File: config.mk
export PLATFORM = sky130hd
export DESIGN_NAME = usp_shadow_port
export DESIGN_NICKNAME = d
export VERILOG_FILES = /design/src/verilog/usp_pkg.sv /design/src/verilog/usp_shadow_port.sv
export SDC_FILE = /design/constraint.sdc
export NUM_CORES = 1
export LEC_CHECK = 0
export BUFFER_PORTS_ARGS = -buffer_cell sky130_fd_sc_hd__buf_4
export CAP_MARGIN = 20
export CORE_UTILIZATION = 50
export CTS_BUF_LIST = sky130_fd_sc_hd__clkbuf_16
export DETAILED_ROUTE_END_ITERATION = 8
export PLACE_DENSITY = 0.7
export SLEW_MARGIN = 10
export SYNTH_ARGS = -nofsm -noshare
export SYNTH_HDL_FRONTEND = slang
export SYNTH_SLANG_ARGS = --single-unit
export TNS_END_PERCENT = 100
File: constraint.sdc
create_clock -name sys_clk -period 3.8 [get_ports sys_clk]
set_input_delay 0.38 -clock sys_clk [delete_from_list [all_inputs] [get_ports sys_clk]]
set_output_delay 0.38 -clock sys_clk [all_outputs]
set_load 0.02 [all_outputs]
File: src/verilog/usp_pkg.sv
/*
 * usp_pkg: constants, field positions, reset values, bus carrier and
 * state types for the uart shadow receive/transmit port.
 * assumes a 32-bit word-aligned register bus and a single system clock.
 */
package usp_pkg;

    // ------------------------------------------------------------------
    // fifo geometry
    // ------------------------------------------------------------------
    localparam int unsigned FIFO_DEPTH = 16;
    localparam logic [4:0] CNT_FULL = 5'h10;
    localparam logic [4:0] CNT_ONE = 5'h01;

    // ------------------------------------------------------------------
    // register map
    // ------------------------------------------------------------------
    localparam logic [31:0] ALIAS_BASE = 32'h5000_1030;
    localparam logic [31:0] ALIAS_LAST = 32'h5000_106C;
    localparam logic [31:0] RX_TX_SHADOW_ALIAS_8 = 32'h5000_1050;
    localparam logic [31:0] CTRL_ADDR = 32'h5000_1080;
    localparam logic [31:0] LINE_STATUS_ADDR = 32'h5000_1084;
    localparam logic [31:0] DIVISOR_ADDR = 32'h5000_1088;
    localparam logic [31:0] INT_STATUS_ADDR = 32'h5000_108C;
    localparam logic [31:0] INT_CLEAR_ADDR = 32'h5000_1090;
    localparam logic [31:0] INT_ENABLE_ADDR = 32'h5000_1094;

    // ------------------------------------------------------------------
    // field positions
    // ------------------------------------------------------------------
    localparam int unsigned CTRL_FIFO_EN_BIT = 0;
    localparam int unsigned CTRL_IR_MODE_BIT = 1;
    localparam int unsigned LS_DATA_READY_BIT = 0;
    localparam int unsigned LS_OVERRUN_BIT = 1;
    localparam int unsigned LS_TX_EMPTY_BIT = 5;
    localparam int unsigned LS_TX_FULL_BIT = 6;
    localparam int unsigned INT_RX_BIT = 0;
    localparam int unsigned INT_TX_EMPTY_BIT = 1;
    localparam int unsigned INT_OVERRUN_BIT = 2;

    // ------------------------------------------------------------------
    // reset values and counts
    // ------------------------------------------------------------------
    localparam logic [15:0] DIVISOR_RESET = 16'h06C8;
    localparam logic [15:0] DIVISOR_MIN = 16'h0001;

    // ------------------------------------------------------------------
    // types
    // ------------------------------------------------------------------
    typedef struct packed {
        logic [31:0] addr;
        logic [31:0] wdata;
        logic wr;
        logic rd;
    } usp_bus_req_t;

    typedef enum logic [3:0] {
        SER_IDLE = 4'h1,
        SER_START = 4'h2,
        SER_DATA = 4'h4,
        SER_STOP = 4'h8
    } usp_ser_state_t;

    typedef struct packed {
        logic [31:0] rdata;
        logic irq;
        logic sout;
        logic sir_out_n;
        logic data_ready;
        logic tx_empty;
        logic fifo_en;
        logic ir_mode;
        logic overrun;
        logic [15:0] divisor;
        logic [2:0] int_status;
        logic [2:0] int_enable;
        logic [FIFO_DEPTH-1:0][7:0] rx_mem;
        logic [3:0] rx_wr;
        logic [3:0] rx_rd;
        logic [4:0] rx_cnt;
        logic [FIFO_DEPTH-1:0][7:0] tx_mem;
        logic [3:0] tx_wr;
        logic [3:0] tx_rd;
        logic [4:0] tx_cnt;
        usp_ser_state_t rx_st;
        logic [15:0] rx_tick;
        logic [2:0] rx_bit;
        logic [7:0] rx_shift;
        usp_ser_state_t tx_st;
        logic [15:0] tx_tick;
        logic [2:0] tx_bit;
        logic [7:0] tx_shift;
        logic tx_line;
    } usp_state_t;

endpackage

File: src/verilog/usp_shadow_port.sv
/*
 * usp_shadow_port: shadow receive/transmit buffer port of a uart, with
 * receive and transmit fifos, 8n1 serial engine, ir line select,
 * line status and interrupt registers.
 * assumes inputs synchronous to sys_clk and a master that never waits.
 */
`timescale 1ns/1ps

module usp_shadow_port (
    // clock and reset
    input wire logic sys_clk,
    input wire logic reset_n,
    // register bus
    input wire usp_pkg::usp_bus_req_t bus,
    output logic [31:0] rdata,
    // serial lines
    input wire logic sin,
    input wire logic sir_in,
    output logic sout,
    output logic sir_out_n,
    // status and interrupt
    output logic data_ready_flag,
    output logic tx_holding_empty,
    output logic irq
);

    usp_pkg::usp_state_t s;
    usp_pkg::usp_state_t n;

    // ------------------------------------------------------------------
    // next state
    // ------------------------------------------------------------------
    always_comb begin
        logic rx_line;
        logic [15:0] div;
        logic alias_hit;
        logic rx_push;
        logic [2:0] events;
        rx_line = 1'b1;
        div = usp_pkg::DIVISOR_MIN;
        alias_hit = 1'b0;
        rx_push = 1'b0;
        events = 3'h0;
        n = s;
        n.rdata = 32'h0000_0000;
        // ir input idles low and pulses high for a zero bit
        rx_line = s.ir_mode ? ~sir_in : sin;
        // zero divisor would never tick
        div = (s.divisor == 16'h0000) ? usp_pkg::DIVISOR_MIN : s.divisor;
        alias_hit = (bus.addr >= usp_pkg::ALIAS_BASE) && (bus.addr <= usp_pkg::ALIAS_LAST)
            && (bus.addr[1:0] == 2'b00);

        // --------------------------------------------------------------
        // transmit engine, pops before the bus write so both fit a cycle
        // --------------------------------------------------------------
        case (s.tx_st)
            usp_pkg::SER_IDLE: begin
                if (s.tx_cnt != 5'h00) begin
                    n.tx_shift = s.tx_mem[s.tx_rd];
                    n.tx_rd = s.tx_rd + 4'h1;
                    n.tx_cnt = s.tx_cnt - usp_pkg::CNT_ONE;
                    n.tx_line = 1'b0;
                    n.tx_tick = div - 16'h0001;
                    n.tx_st = usp_pkg::SER_START;
                end
            end
            usp_pkg::SER_START: begin
                if (s.tx_tick == 16'h0000) begin
                    n.tx_line = s.tx_shift[0];
                    n.tx_bit = 3'h0;
                    n.tx_tick = div - 16'h0001;
                    n.tx_st = usp_pkg::SER_DATA;
                end else begin
                    n.tx_tick = s.tx_tick - 16'h0001;
                end
            end
            usp_pkg::SER_DATA: begin
                if (s.tx_tick == 16'h0000) begin
                    n.tx_tick = div - 16'h0001;
                    n.tx_shift = {1'b0, s.tx_shift[7:1]};
                    if (s.tx_bit == 3'h7) begin
                        n.tx_line = 1'b1;
                        n.tx_st = usp_pkg::SER_STOP;
                    end else begin
                        n.tx_line = s.tx_shift[1];
                        n.tx_bit = s.tx_bit + 3'h1;
                    end
                end else begin
                    n.tx_tick = s.tx_tick - 16'h0001;
                end
            end
            usp_pkg::SER_STOP: begin
                if (s.tx_tick == 16'h0000) begin
                    n.tx_st = usp_pkg::SER_IDLE;
                end else begin
                    n.tx_tick = s.tx_tick - 16'h0001;
                end
            end
            default: begin
                n.tx_st = usp_pkg::SER_IDLE;
                n.tx_line = 1'b1;
            end
        endcase

        // --------------------------------------------------------------
        // bus reads
        // --------------------------------------------------------------
        if (bus.rd) begin
            if (alias_hit) begin
                // head of the fifo; with fifos off the single holding entry
                n.rdata = {24'h00_0000, s.rx_mem[s.rx_rd]};
                if (s.rx_cnt != 5'h00) begin
                    n.rx_rd = s.rx_rd + 4'h1;
                    n.rx_cnt = s.rx_cnt - usp_pkg::CNT_ONE;
                end
            end else if (bus.addr == usp_pkg::CTRL_ADDR) begin
                n.rdata[usp_pkg::CTRL_FIFO_EN_BIT] = s.fifo_en;
                n.rdata[usp_pkg::CTRL_IR_MODE_BIT] = s.ir_mode;
            end else if (bus.addr == usp_pkg::LINE_STATUS_ADDR) begin
                n.rdata[usp_pkg::LS_DATA_READY_BIT] = s.data_ready;
                n.rdata[usp_pkg::LS_OVERRUN_BIT] = s.overrun;
                n.rdata[usp_pkg::LS_TX_EMPTY_BIT] = s.tx_empty;
                n.rdata[usp_pkg::LS_TX_FULL_BIT] = (s.tx_cnt == usp_pkg::CNT_FULL);
                // overrun clears on read of line status
                n.overrun = 1'b0;
            end else if (bus.addr == usp_pkg::DIVISOR_ADDR) begin
                n.rdata[15:0] = s.divisor;
            end else if (bus.addr == usp_pkg::INT_STATUS_ADDR) begin
                n.rdata[2:0] = s.int_status;
            end else if (bus.addr == usp_pkg::INT_ENABLE_ADDR) begin
                n.rdata[2:0] = s.int_enable;
            end
        end

        // --------------------------------------------------------------
        // bus writes
        // --------------------------------------------------------------
        if (bus.wr) begin
            if (alias_hit) begin
                if (!s.fifo_en) begin
                    // single holding entry: overwrite whatever is pending
                    n.tx_mem[n.tx_rd] = bus.wdata[7:0];
                    n.tx_wr = n.tx_rd + 4'h1;
                    n.tx_cnt = usp_pkg::CNT_ONE;
                end else if (n.tx_cnt != usp_pkg::CNT_FULL) begin
                    n.tx_mem[s.tx_wr] = bus.wdata[7:0];
                    n.tx_wr = s.tx_wr + 4'h1;
                    n.tx_cnt = n.tx_cnt + usp_pkg::CNT_ONE;
                end
            end else if (bus.addr == usp_pkg::CTRL_ADDR) begin
                n.ir_mode = bus.wdata[usp_pkg::CTRL_IR_MODE_BIT];
                n.fifo_en = bus.wdata[usp_pkg::CTRL_FIFO_EN_BIT];
                if (n.fifo_en != s.fifo_en) begin
                    // fifo mode change flushes both sides, as depth changes
                    n.rx_wr = 4'h0;
                    n.rx_rd = 4'h0;
                    n.rx_cnt = 5'h00;
                    n.tx_wr = 4'h0;
                    n.tx_rd = 4'h0;
                    n.tx_cnt = 5'h00;
                end
            end else if (bus.addr == usp_pkg::DIVISOR_ADDR) begin
                n.divisor = bus.wdata[15:0];
            end else if (bus.addr == usp_pkg::INT_CLEAR_ADDR) begin
                n.int_status = s.int_status & ~bus.wdata[2:0];
            end else if (bus.addr == usp_pkg::INT_ENABLE_ADDR) begin
                n.int_enable = bus.wdata[2:0];
            end
        end

        // --------------------------------------------------------------
        // receive engine, 8n1 sampled at mid bit
        // --------------------------------------------------------------
        case (s.rx_st)
            usp_pkg::SER_IDLE: begin
                if (!rx_line) begin
                    // low edge is seen one cycle late, so wait half a bit less one
                    n.rx_tick = (div[15:1] == 15'h0000) ? 16'h0000 : ({1'b0, div[15:1]} - 16'h0001);
                    n.rx_st = usp_pkg::SER_START;
                end
            end
            usp_pkg::SER_START: begin
                if (s.rx_tick == 16'h0000) begin
                    n.rx_tick = div - 16'h0001;
                    n.rx_bit = 3'h0;
                    // glitch shorter than half a bit is no start
                    n.rx_st = rx_line ? usp_pkg::SER_IDLE : usp_pkg::SER_DATA;
                end else begin
                    n.rx_tick = s.rx_tick - 16'h0001;
                end
            end
            usp_pkg::SER_DATA: begin
                if (s.rx_tick == 16'h0000) begin
                    n.rx_tick = div - 16'h0001;
                    n.rx_shift = {rx_line, s.rx_shift[7:1]};
                    n.rx_bit = s.rx_bit + 3'h1;
                    if (s.rx_bit == 3'h7) begin
                        n.rx_st = usp_pkg::SER_STOP;
                    end
                end else begin
                    n.rx_tick = s.rx_tick - 16'h0001;
                end
            end
            usp_pkg::SER_STOP: begin
                if (s.rx_tick == 16'h0000) begin
                    // a bad stop bit drops the character silently
                    rx_push = rx_line;
                    n.rx_st = usp_pkg::SER_IDLE;
                end else begin
                    n.rx_tick = s.rx_tick - 16'h0001;
                end
            end
            default: begin
                n.rx_st = usp_pkg::SER_IDLE;
            end
        endcase

        if (rx_push) begin
            events[usp_pkg::INT_RX_BIT] = 1'b1;
            if (!n.fifo_en && (n.rx_cnt != 5'h00)) begin
                n.rx_mem[n.rx_rd] = s.rx_shift;
                events[usp_pkg::INT_OVERRUN_BIT] = 1'b1;
            end else if (n.rx_cnt == usp_pkg::CNT_FULL) begin
                events[usp_pkg::INT_OVERRUN_BIT] = 1'b1;
            end else begin
                n.rx_mem[n.rx_wr] = s.rx_shift;
                n.rx_wr = n.rx_wr + 4'h1;
                n.rx_cnt = n.rx_cnt + usp_pkg::CNT_ONE;
            end
        end

        // --------------------------------------------------------------
        // status, interrupt and line outputs; set wins over clear
        // --------------------------------------------------------------
        if (events[usp_pkg::INT_OVERRUN_BIT]) begin
            n.overrun = 1'b1;
        end
        events[usp_pkg::INT_TX_EMPTY_BIT] = (n.tx_cnt == 5'h00) && !s.tx_empty;
        n.int_status = n.int_status | events;
        n.irq = |(n.int_status & n.int_enable);
        n.data_ready = (n.rx_cnt != 5'h00);
        n.tx_empty = (n.tx_cnt == 5'h00);
        n.sout = n.ir_mode ? 1'b1 : n.tx_line;
        n.sir_out_n = n.ir_mode ? n.tx_line : 1'b1;
    end

    // ------------------------------------------------------------------
    // state register
    // ------------------------------------------------------------------
    always_ff @(posedge sys_clk) begin
        if (!reset_n) begin
            s <= '0;
            s.sout <= 1'b1;
            s.sir_out_n <= 1'b1;
            s.tx_line <= 1'b1;
            s.tx_empty <= 1'b1;
            s.divisor <= usp_pkg::DIVISOR_RESET;
            s.rx_st <= usp_pkg::SER_IDLE;
            s.tx_st <= usp_pkg::SER_IDLE;
        end else begin
            s <= n;
        end
    end

    assign rdata = s.rdata;
    assign sout = s.sout;
    assign sir_out_n = s.sir_out_n;
    assign data_ready_flag = s.data_ready;
    assign tx_holding_empty = s.tx_empty;
    assign irq = s.irq;

endmodule

# Yosys cells after proc, flatten, opt, wreduce, memory -nomap -nowiden

Index checks and enable logic that the tools add are counted.

Register bits after elaboration: 407
Input bits: 70
Output and inout port bits: 37
Logic and storage cells: 293

$add $sub $neg: 15
$lt $le $gt $ge: 12
Eq/ne operators: 38
Mux-type cells: 108
Bitwise gates (word level): 10
Reduce and logical (&&, ||, !) cells: 49

Operator list:

| kind                                                                               | number |
|---|---|
| 128-bit bitwise mux                                                                | 4 |
| 132-bit two-way mux                                                                | 3 |
| 128-bit two-way mux                                                                | 2 |
| 32-bit by 31-bit == test with 1-bit output, second input constant                  | 6 |
| 154-bit two-way mux                                                                | 1 |
| 8-bit demux with 4-bit select                                                      | 4 |
| 16-bit two-way mux                                                                 | 7 |
| 16-bit one-hot mux with 3 select lines                                             | 2 |
| 13-bit two-way mux                                                                 | 6 |
| 8-bit binary-select mux with 4-bit select                                          | 2 |
| 9-bit two-way mux                                                                  | 7 |
| 16-bit logical NOT                                                                 | 3 |
| 4-bit two-way mux                                                                  | 12 |
| 8-bit two-way mux                                                                  | 6 |
| 16-bit by 1-bit subtractor with 16-bit output, second input constant               | 3 |
| 20-bit two-way mux                                                                 | 2 |
| 3-bit two-way mux                                                                  | 11 |
| 32-bit by 31-bit >= comparator with 1-bit output, second input constant            | 1 |
| 32-bit by 31-bit less-or-equal comparator with 1-bit output, second input constant | 1 |
| 4-bit one-hot mux with 4 select lines                                              | 2 |
| 4-bit by 5-bit less-than comparator with 1-bit output, second input constant       | 6 |
| 5-bit two-way mux                                                                  | 6 |
| 2-bit inequality test, second input constant                                       | 14 |
| 6-bit two-way mux                                                                  | 4 |
| other kinds (43)                                                                   | 117 |

# Depth between registers and ports, before layout

Gate-level depths: netlist of run 1.

Depth after elaboration: 19
Mapped depth: 18
Depth with buffers taken out: 15

# Worst setup path after synthesis of run 1

Ideal clock, no wire load.

Kind: input port to flip-flop
Start: input bus[60] (netlist name)
End: register s[313] (netlist name)
Library setup time: 0.072 ns
Arrival: 3.869 ns
Data required time: 3.728 ns
Slack: -0.140 ns
Cell stages on the path: 16
Cells stage by stage: nor4b_1 > nand4_1 > buf_2 > nor4_2 > xnor2_1 > and2_1 > clkbuf_1 > inv_1 > ha_1 > o31ai_1 > nand2_1 > o21ba_2 > clkbuf_1 > nand2_1 > a21oi_4 > mux2i_1

Longest elaborated chain between the ends: 15
Elaborated cells on any way between the ends: 34
Classes of those cells: order compare (6); eq/ne (3); mux (17); reduce/logical (8)

Ends and longest elaborated chain:

| item                                                                                                                                                 | line                   | text |
|---|---|---|
| from (decl)                                                                                                                                          | usp_shadow_port.sv:14  | `input wire usp_pkg::usp_bus_req_t bus,` |
| 32-bit by 31-bit >= comparator with 1-bit output / 32-bit by 31-bit less-or-equal comparator with 1-bit output (equally long branches)               | usp_shadow_port.sv:50  | `alias_hit = (bus.addr >= usp_pkg::ALIAS_BASE) && (bus.addr <= usp_pkg::ALIAS_LAST)` |
| 1-bit logical AND                                                                                                                                    | usp_shadow_port.sv:50  |  |
| 1-bit logical AND                                                                                                                                    | usp_shadow_port.sv:51  | `&& (bus.addr[1:0] == 2'b00);` |
| 9-bit two-way mux                                                                                                                                    | usp_shadow_port.sv:109 | `if (alias_hit) begin` |
| 9-bit two-way mux                                                                                                                                    | usp_shadow_port.sv:108 | `if (bus.rd) begin` |
| 13-bit two-way mux                                                                                                                                   | usp_shadow_port.sv:153 | `if (n.fifo_en != s.fifo_en) begin` |
| 13-bit two-way mux                                                                                                                                   | usp_shadow_port.sv:150 | `end else if (bus.addr == usp_pkg::CTRL_ADDR) begin` |
| 13-bit two-way mux                                                                                                                                   | usp_shadow_port.sv:139 | `if (alias_hit) begin` |
| 154-bit two-way mux                                                                                                                                  | usp_shadow_port.sv:138 | `if (bus.wr) begin` |
| 4-bit by 5-bit less-than comparator with 1-bit output (implied by the code) / 4-bit by 1-bit >= comparator with 1-bit output (equally long branches) | usp_shadow_port.sv:221 | `n.rx_mem[n.rx_rd] = s.rx_shift;` |
| 1-bit logical AND (implied by the code)                                                                                                              | usp_shadow_port.sv:221 |  |
| 8-bit two-way mux (implied by the code)                                                                                                              | usp_shadow_port.sv:221 |  |
| 8-bit demux with 4-bit select                                                                                                                        | usp_shadow_port.sv:221 |  |
| 128-bit bitwise mux                                                                                                                                  | usp_shadow_port.sv:221 |  |
| 128-bit two-way mux                                                                                                                                  | usp_shadow_port.sv:220 | `if (!n.fifo_en && (n.rx_cnt != 5'h00)) begin` |
| to (signal assigned)                                                                                                                                 | usp_shadow_port.sv:261 | `s <= n;` |
| to (decl)                                                                                                                                            | usp_shadow_port.sv:27  | `usp_pkg::usp_state_t s;` |

Several ways; a longest one is shown, not always the timed one. The select of a mux whose other input is x is not followed.
A chain may end at the register's enable or synchronous reset.

# Worst setup path after layout of run 1

Start: register s[63] (netlist name)
End: register s[130] (netlist name)

Longest elaborated chain between the ends: 9
Elaborated cells on any way between the ends: 14
Classes of those cells: add/sub (1); order compare (2); eq/ne (2); mux (6); reduce/logical (3)

Ends and longest elaborated chain:

| item                                                                                                                                                 | line                   | text |
|---|---|---|
| 5-bit nonzero test                                                                                                                                   | usp_shadow_port.sv:58  | `if (s.tx_cnt != 5'h00) begin` |
| 9-bit two-way mux                                                                                                                                    | usp_shadow_port.sv:58  |  |
| 9-bit two-way mux (*)                                                                                                                                | usp_shadow_port.sv:56  | `case (s.tx_st)` |
| 4-bit by 5-bit less-than comparator with 1-bit output (implied by the code) / 4-bit by 1-bit >= comparator with 1-bit output (equally long branches) | usp_shadow_port.sv:142 | `n.tx_mem[n.tx_rd] = bus.wdata[7:0];` |
| 1-bit logical AND (implied by the code)                                                                                                              | usp_shadow_port.sv:142 |  |
| 8-bit two-way mux (implied by the code)                                                                                                              | usp_shadow_port.sv:142 |  |
| 8-bit demux with 4-bit select                                                                                                                        | usp_shadow_port.sv:142 |  |
| 128-bit bitwise mux                                                                                                                                  | usp_shadow_port.sv:142 |  |
| 132-bit two-way mux                                                                                                                                  | usp_shadow_port.sv:140 | `if (!s.fifo_en) begin` |

Mark *: on every way between the ends. The rest lies on a longest branch, timed or not.

==> results.ini, run 1 <==
[floorplan]
die-area_sq_um = 42000
start_util = 0.506
die_x_um = 205
ioPinCount = 107
dieHeight_um = 205
core_area_sq_um = 40700
rows = 74

[synthesis]
ys_warn_count = 0
synth_seq_cells = 391
async_reset_ff_frac = 0
synth_top_flop_cell = dfxtp_1
synth.distinct_cells = 94
netlist_instances = 2340
synth_area_sq_um = 20600
synth_edf_count = 0
ys_seq_area_frac = 0.380
syn_avg_cell_area_sq_um = 8.81

[critical_path]
cp.arrival_ns = 3.95
critPathKind = register to register
crit_fanout = 16
critPathLaunchType = register
cp-end-kind = register
critical_path_required_ns = 4.24

[final_layout]
nets = 2501
nFillCells = 3541
final_layout_size_suffix_gt1_frac = 0.161
syn_to_final_growth_pct = 15.0
stdcell_count = 2973

[placed_design]
place_hpwl_um = 40400
io_buffer_count = 74
dp.cells = 2882
gp_congestion = 0.934

[drt]
ant_nets = 0
drt-initial-drc-count = 1720
viasPerCell = 5.99
via_count = 17799
drtPass1Iterations = 6
drc = 0
post_drt_wl_per_cell_um = 19.4
drt-total-wl_um = 57800

[cts]
cts_tree = done
cts.clk_slew.worst_paths_ns = 0.06
htreeDepth = 2
numCtsBuffers = 44
cts_root_buffer = clkbuf_16
clock_path_buffers = 3
clock_latency_ns = 0.58
clock-sinks = 391

[global_route]
antenna_found_initial = 1
top_usage_layer = met2
grt_pass1_vias = 16749
met2_usage = 0.430
grt_max_degree = 68
gr-total-overflow = 0
grtUsageMet1 = 0.374
grt_use_met3 = 0.0434
track_usage = 0.271
grt_pass1_wl_um = 90500

[timing]
fmax_ghz = 0.285
tightest_slew_ns = 0.913
final-max-slew-violation-count = 0
setup_violations = 0
finalCritPeriodShare = 0.924
finalSetupTns_ns = 0
clock_skew_ns = 0.0283
min_period_ns = 3.51
maxSlewHeadroom = 0.385
rsz0062_at_grt = no
finalHoldViolations = 0
whs_ns = 0.0515

[run]
drv_cap = 0

[outcome]
outcome = complete, no violations

[power]
leakagePower_nw = 8.62
power_density_nw_per_um2 = 441
peakVddDrop_mv = 0.357

[min_path]
hold_class = input port to register

[routing by layer]
layer,vias up,share of wire
met3,116,0.072
met2,699,0.46
li1,8395,-
met1,8589,0.44
met5,-,0
met4,0,0.031
[synth_stat cells, types with 12 or more instances]
cell,n,share of area
and3_1,20,0.0061
clkbuf_1,123,0.022
nand2b_1,16,0.0049
a221oi_1,17,0.0072
a21oi_1,123,0.030
mux2_2,17,0.0093
nand4_1,15,0.0046
mux2i_1,288,0.14
o21ai_0,103,0.025
inv_1,47,0.0086
buf_1,21,0.0038
nand3_1,36,0.0087
nor3_1,41,0.010
or3_1,13,0.0039
nand2_1,310,0.056
nor2_1,275,0.050
o22ai_1,15,0.0046
a21o_1,12,0.0044
xnor2_1,32,0.014
ha_1,22,0.013
mux4_2,44,0.048
a22oi_1,40,0.015
and2_1,29,0.0088
nor3b_1,14,0.0051
nor4_1,14,0.0042
buf_4,33,0.012
dfxtp_1,391,0.38
xor2_1,14,0.0059
[state kept, by name (all words and copies together) (netlist names)]
| register | cells |
|---|---|
| data_ready_flag | 1 |
| irq | 1 |
| rdata | 16 |
| s | 370 |
| sir_out_n | 1 |
| sout | 1 |
| tx_holding_empty | 1 |
[path summary, 6_finish.rpt]
check	from	end	slack (ns)	cells past startpoint
hold reg to reg	s[268]$_SDFFE_PN0P_	s[268]$_SDFFE_PN0P_	0.46	2
setup / recovery	s[63]$_SDFF_PN0_	s[130]$_SDFFE_PN0P_	0.29	16
hold / removal	bus[12]	s[361]$_SDFFE_PN1P_	0.05	3
setup reg to reg	s[63]$_SDFF_PN0_	s[130]$_SDFFE_PN0P_	0.29	16
[logic make-up after synthesis]
family	after synthesis	share of synthesized area
muxes	349	0.197
and+or+nand+nor	866	0.200
AOI/OAI and AO/OA	424	0.137
DFF	391	0.380
buffers and inverters	241	0.0539
adders and majority gates	22	0.0134
xor gates and xnor gates	46	0.0195
other	1	0.000182
[layout make-up]
class | count | area (sq um) | area share
Antenna cell | 1 | 2.50 | 0.000106
Clock buffer | 46 | 1150 | 0.0485
Clock inverter | 31 | 253 | 0.0107
Inverter | 48 | 185 | 0.00781
Multi-Input combinational cell | 1723 | 11900 | 0.500
Sequential cell | 391 | 7830 | 0.330
Tap cell | 532 | 666 | 0.0281
Timing Repair Buffer | 201 | 1760 | 0.0743
[cells in the final DEF, fill, tap and decap left out, types with 22 or more instances in the layout]
| cell | n |
|---|---|
| clkbuf_16 | 46 |
| xnor2_1 | 31 |
| nor3_1 | 40 |
| nand2_1 | 309 |
| nor2_1 | 275 |
| buf_4 | 180 |
| inv_1 | 52 |
| a21oi_1 | 122 |
| mux4_2 | 44 |
| nand3_1 | 36 |
| a22oi_1 | 40 |
| dfxtp_1 | 389 |
| mux2i_1 | 288 |
| and2_1 | 29 |
| o21ai_0 | 102 |
| ha_1 | 22 |
[worst max-delay path, stage by stage (launching register included)]
cell	delay (ns)
dfxtp_1	0.33
inv_1	0.13
ha_1	0.23
nor4b_1	0.26
buf_4	0.20
nand2b_1	0.19
nand2_1	0.07
o21ai_1	0.16
inv_1	0.11
ha_1	0.21
and4_1	0.21
a31oi_2	0.27
nand2_2	0.08
buf_4	0.24
nor2_4	0.38
mux2i_1	0.25
nor2_1	0.05
[metrics by stage]
step	total power [W]	instance area, sq um	util	worst slack, ns
2_1_floorplan	0.00581	20700	-	0.0838
3_3_place_gp	0.00629	22000	0.540	-0.256
6_report	0.0105	23700	0.582	0.290
5_1_grt	0.0109	23700	0.582	0.0220
3_5_place_dp	0.00633	22000	0.540	-0.337
4_1_cts	0.0105	23500	0.576	0.0358
[where the power goes]
part	internal [W]	switching, W
clock network	0.00245	0.00172
registers	0.00422	0.000151
logic	0.000759	0.00117
total	0.00743	0.00304
[repair_timing]
action | 4_1_cts | 5_1_grt
hold endpoints to repair | 1 | 0
hold buffers | 1 | 0
pin swaps | 2 | 8
setup buffers | 3 | 9
resized for setup | 5 | 15
endpoints found under the setup margin | 38 | 177
Power figures use the tool's default switching activity.
==> inputs of run 2 (changes only) <==
--- a/config.mk
+++ b/config.mk
@@ -11,6 +11,7 @@
 export CTS_BUF_LIST = sky130_fd_sc_hd__clkbuf_16
 export DETAILED_ROUTE_END_ITERATION = 8
 export PLACE_DENSITY = 0.7
+export REMOVE_ABC_BUFFERS = 1
 export SLEW_MARGIN = 10
 export SYNTH_ARGS = -nofsm -noshare
 export SYNTH_HDL_FRONTEND = slang
==> results.ini, run 2 (synthesized netlist as in run 1, its figures left out) <==
[drt]
drt-total-wl_um = 58500
viasPerCell = 5.94
drtPass1Iterations = 6
post_drt_wl_per_cell_um = 19.8
via_count = 17570
drc = 0
ant_nets = 0
drt-initial-drc-count = 1290

[timing]
tightest_slew_ns = 1.04
fmax_ghz = 0.281
maxSlewHeadroom = 0.296
finalCritPeriodShare = 0.937
fin_ws_ns = 0.241
whs_ns = 0.0301
finalHoldViolations = 0
final-max-slew-violation-count = 0
clock_skew_ns = 0.0202
rsz0062_at_grt = no
setup_violations = 0
min_period_ns = 3.56

[final_layout]
largest_reg_flops = 370
top_register = s
final_cell_area_sq_um = 23500
nFillCells = 3553
layout_commonest_cell = dfxtp_1
nets = 2486
syn_to_final_growth_pct = 13.9
n_antenna_cell = 0
final_layout_size_suffix_gt1_frac = 0.156
mostFrequentLayoutCells = dfxtp_1 (389), nand2_1 (309), mux2i_1 (288)
stdcell_count = 2956

[cts]
cts_root_buffer = clkbuf_16
clock-sinks = 391
cts.clk_slew.worst_paths_ns = 0.06
clock_latency_ns = 0.58
cts_tree = done
numCtsBuffers = 42
clock_path_buffers = 3
htreeDepth = 2

[outcome]
outcome = complete, no violations

[global_route]
grt_pass1_wl_um = 92800
grt_max_degree = 97
track_usage = 0.278
gr-total-overflow = 0
grt_pass1_vias = 17206
antenna_found_initial = 0

[critical_path]
cp-end-kind = register
crit_fanout = 9
cp.arrival_ns = 4.02
critPathLaunchType = register
critPathKind = register to register
critical_path_required_ns = 4.26
reg2regPathDepth = 16

[floorplan]
core_area_sq_um = 40700
start_util = 0.506
die_x_um = 205
dieHeight_um = 205
rows = 74
die-area_sq_um = 42000
ioPinCount = 107

[power]
fin_total_pwr_w = 0.0103
leakagePower_nw = 8.54
peakVddDrop_mv = 0.395
power_density_nw_per_um2 = 439

[min_path]
hold_class = input port to register
hold_depth = 3

[placed_design]
pre_cts_ws_ns = -0.305
place_area_sq_um = 22000
gp_congestion = 0.880
place_hpwl_um = 40800
io_buffer_count = 74
dp.cells = 2873

[run]
drv_cap = 0

[run 2: changes by cell type in the layout (fill, tap and decap cells not counted), sizes merged]
cell,previous run,this run
clkinv,20,16
inv,54,59
clkinvlp,1,0
buf,200,187
diode,1,0
clkbuf,46,43
[run 2: path summary, 6_finish.rpt]
check                      startpoint                   to  slack [ns]
hold reg to reg   s[247]$_SDFFE_PN0P_  s[247]$_SDFFE_PN0P_        0.46
hold / removal                bus[12]  s[361]$_SDFFE_PN1P_        0.03
setup reg to reg    s[204]$_SDFF_PN0_  s[312]$_SDFFE_PN0P_        0.24
setup / recovery    s[204]$_SDFF_PN0_  s[312]$_SDFFE_PN0P_        0.24
[run 2: what timing repair did]
item | CTS | global route
pin swaps | 2 | 8
gates cloned | 0 | 0
buffers inserted | 1 | 7
endpoints found under the setup margin | 44 | 251
hold buffers | 1 | 0
endpoints found under the hold margin | 1 | 0
resized for setup | 6 | 9
[run 2: area by class of cell]
class	instances	area, sq um	share of cell area
multi-input combinational	1723	11800	0.503
sequential	391	7830	0.333
timing repair buffer	188	1660	0.0705
clock buffer	43	1080	0.0458
tap	532	666	0.0283
clock inverter	31	262	0.0111
inverter	48	185	0.00789
[run 2: power breakdown]
group          switching [W]  internal (W)  total, W  leakage, nW
combinational        0.00121      0.000742   0.00195         4.68
sequential          0.000124       0.00422   0.00434         3.16
clock                0.00170       0.00232   0.00402        0.699
[run 2: through the flow]
step / setup TNS, ns / utilization
3_3_place_gp: -4.02 / 0.539
6_report: 0 / 0.576
3_5_place_dp: -14.96 / 0.539
5_1_grt: 0 / 0.576
2_1_floorplan: -68.18 / -
4_1_cts: -0.00317 / 0.574
[run 2: metal layers]
layer	track usage	vias to the layer above	routed length, um	part of all wire
li1	-	8368	-	-
met1	0.345	8532	24600	0.42
met2	0.480	548	28500	0.49
met3	0.0484	122	3530	0.060
met4	0.102	0	1870	0.032
met5	0	-	0	0
[run 2: critical path, cell delays in order (launching register included)]
cell,delay (ns)
dfxtp_1,0.33
inv_1,0.07
ha_1,0.22
or4b_4,0.22
nand2_2,0.08
or4_4,0.50
nand2_1,0.10
a21oi_2,0.06
inv_1,0.05
ha_1,0.20
buf_4,0.14
nand4b_4,0.12
buf_4,0.18
o31a_1,0.48
and2_4,0.30
and2_4,0.19
a22o_1,0.19
==> inputs of run 3 (changes only) <==
--- a/config.mk
+++ b/config.mk
@@ -7,6 +7,7 @@
 export LEC_CHECK = 0
 export BUFFER_PORTS_ARGS = -buffer_cell sky130_fd_sc_hd__buf_4
 export CAP_MARGIN = 20
+export CORE_ASPECT_RATIO = 0.9
 export CORE_UTILIZATION = 50
 export CTS_BUF_LIST = sky130_fd_sc_hd__clkbuf_16
 export DETAILED_ROUTE_END_ITERATION = 8
==> results.ini, run 3 (synthesized netlist as in run 1, its figures left out) <==
[final_layout]
post-route-util = 0.579
nets = 2499
top_register = s
mostFrequentLayoutCells = dfxtp_1 (389), nand2_1 (309), mux2i_1 (288)
syn_to_final_growth_pct = 14.1
nFillCells = 3528
final_layout_size_suffix_gt1_frac = 0.158
layout_commonest_cell = dfxtp_1
largest_reg_flops = 370

[cts]
cts_root_buffer = clkbuf_16
htreeDepth = 2
cts.clk_slew.worst_paths_ns = 0.06
clock_path_buffers = 3
cts_tree = done
cts_hold_buf = 0
clock_latency_ns = 0.57
clock-sinks = 391
numCtsBuffers = 41

[drt]
drt-total-wl_um = 57900
drtPass1Iterations = 7
drc = 0
post_drt_wl_per_cell_um = 19.5
via_count = 17906
ant_nets = 0
drt-initial-drc-count = 1297
viasPerCell = 6.01

[critical_path]
rr_startpoint = s[205]$_SDFF_PN0_
crit_fanout = 8
r2r-end = s[306]$_SDFFE_PN0P_
cp.arrival_ns = 3.97
critPathCapture = s[306]$_SDFFE_PN0P_
cp-end-kind = register
critPathKind = register to register
critPathLaunch = s[205]$_SDFF_PN0_
critical_path_required_ns = 4.25
r2r_slack_ns = 0.28
critPathLaunchType = register
reg2regPathDepth = 17

[power]
power_density_nw_per_um2 = 433
leakagePower_nw = 8.55
power_frac_seq = 0.427
p_int_w = 0.00719
p_comb_frac = 0.191
clkPwrFrac = 0.382
power.switching_w = 0.00300
sw_frac_of_total = 0.294
peakVddDrop_mv = 0.373

[floorplan]
die-area_sq_um = 42000
die_x_um = 216
rows = 70
core_area_sq_um = 40600
dieHeight_um = 195
start_util = 0.507
ioPinCount = 107

[timing]
fin_ws_ns = 0.283
setup_violations = 0
clock_skew_ns = 0.0214
finalHoldViolations = 0
fmax_ghz = 0.284
finalCritPeriodShare = 0.926
rsz0062_at_grt = no
tightest_slew_ns = 1.07
min_period_ns = 3.52
final-max-slew-violation-count = 0
finalSetupTns_ns = 0
maxSlewHeadroom = 0.277
whs_ns = 0.0662

[run]
drv_cap = 0

[placed_design]
place_hpwl_um = 40700
io_buffer_count = 74
gp_congestion = 0.940
pre_cts_ws_ns = -0.252

[min_path]
hold_class = input port to register

[global_route]
grt_max_degree = 90
grt_pass1_wl_um = 92200
antenna_found_initial = 0
track_usage = 0.272
grt_pass1_vias = 17467
gr-total-overflow = 0

[outcome]
outcome = complete, no violations

[run 3: cell count changes in the layout (fill, tap and decap cells not counted), sizes merged]
cell	delta
o21ba	+1
buf	+14
dlygate4sd3	-1
clkinv	-4
clkbuf	-2
inv	+3
diode	+2
[run 3: repair_timing]
| action | in CTS | in global routing |
|---|---|---|
| buffers inserted | 1 | 9 |
| gates cloned | 0 | 1 |
| setup endpoints to repair | 26 | 240 |
| resized for setup | 4 | 11 |
| pin swaps | 1 | 10 |
[run 3: cell type report]
cell class,instances,area (sq um),share of cell area
Antenna cell,2,5.00,0.000213
Clock buffer,41,1030,0.0436
Clock inverter,30,236,0.0101
Inverter,48,185,0.00787
Multi-Input combinational cell,1724,11800,0.503
Sequential cell,391,7830,0.333
Tap cell,540,676,0.0287
Timing Repair Buffer,201,1740,0.0739
[run 3: how the worst min path moves through the flow]
stage / slack, ns / end / start / cells past startpoint
final: 0.07 / s[361]$_SDFFE_PN1P_ / bus[12] / 3
after global routing: 0.08 / s[361]$_SDFFE_PN1P_ / bus[12] / 3
after CTS: 0.05 / s[360]$_SDFFE_PN1P_ / bus[11] / 3
after detailed placement: 0.45 / s[331]$_SDFFE_PN0P_ / s[331]$_SDFFE_PN0P_ / 2
after global placement: 0.44 / s[267]$_SDFFE_PN0P_ / s[267]$_SDFFE_PN0P_ / 2
after floorplan: 0.43 / s[265]$_SDFFE_PN0P_ / s[265]$_SDFFE_PN0P_ / 2
[run 3: critical path, stage by stage (launching register included)]
cell,delay (ns)
dfxtp_1,0.35
inv_1,0.06
ha_1,0.20
or4b_4,0.21
nand2_2,0.06
nor4_2,0.31
xnor2_1,0.16
and2_1,0.17
inv_1,0.06
ha_1,0.21
o31ai_1,0.24
nand2_1,0.11
mux2i_1,0.16
buf_4,0.18
buf_4,0.15
a21oi_1,0.05
o31a_1,0.43
a22o_1,0.28
[run 3: per-layer routing]
layer  up-vias  share of wire  global-route usage
met2       609           0.48               0.456
li1       8399              -                   -
met4         0          0.033               0.103
met5         -              0                   0
met3       126          0.059              0.0388
met1      8772           0.43               0.353
[run 3: power by group through the flow]
stage                     clock (W)  sequential, W  combinational, W
after detailed placement          0        0.00444           0.00189
after CTS                   0.00396        0.00435           0.00191
final                       0.00389        0.00435           0.00195
after floorplan                   0        0.00447           0.00123
after global routing        0.00412        0.00436           0.00214
after global placement            0        0.00443           0.00184
[run 3: metrics by stage]
stage,total power [W],instance area (sq um),instances
final,0.0102,23500,2977
after global routing,0.0106,23500,2975
after CTS,0.0102,23300,2965
after detailed placement,0.00633,22000,2893
after global placement,0.00627,22000,2892
after floorplan,0.00570,19700,2162
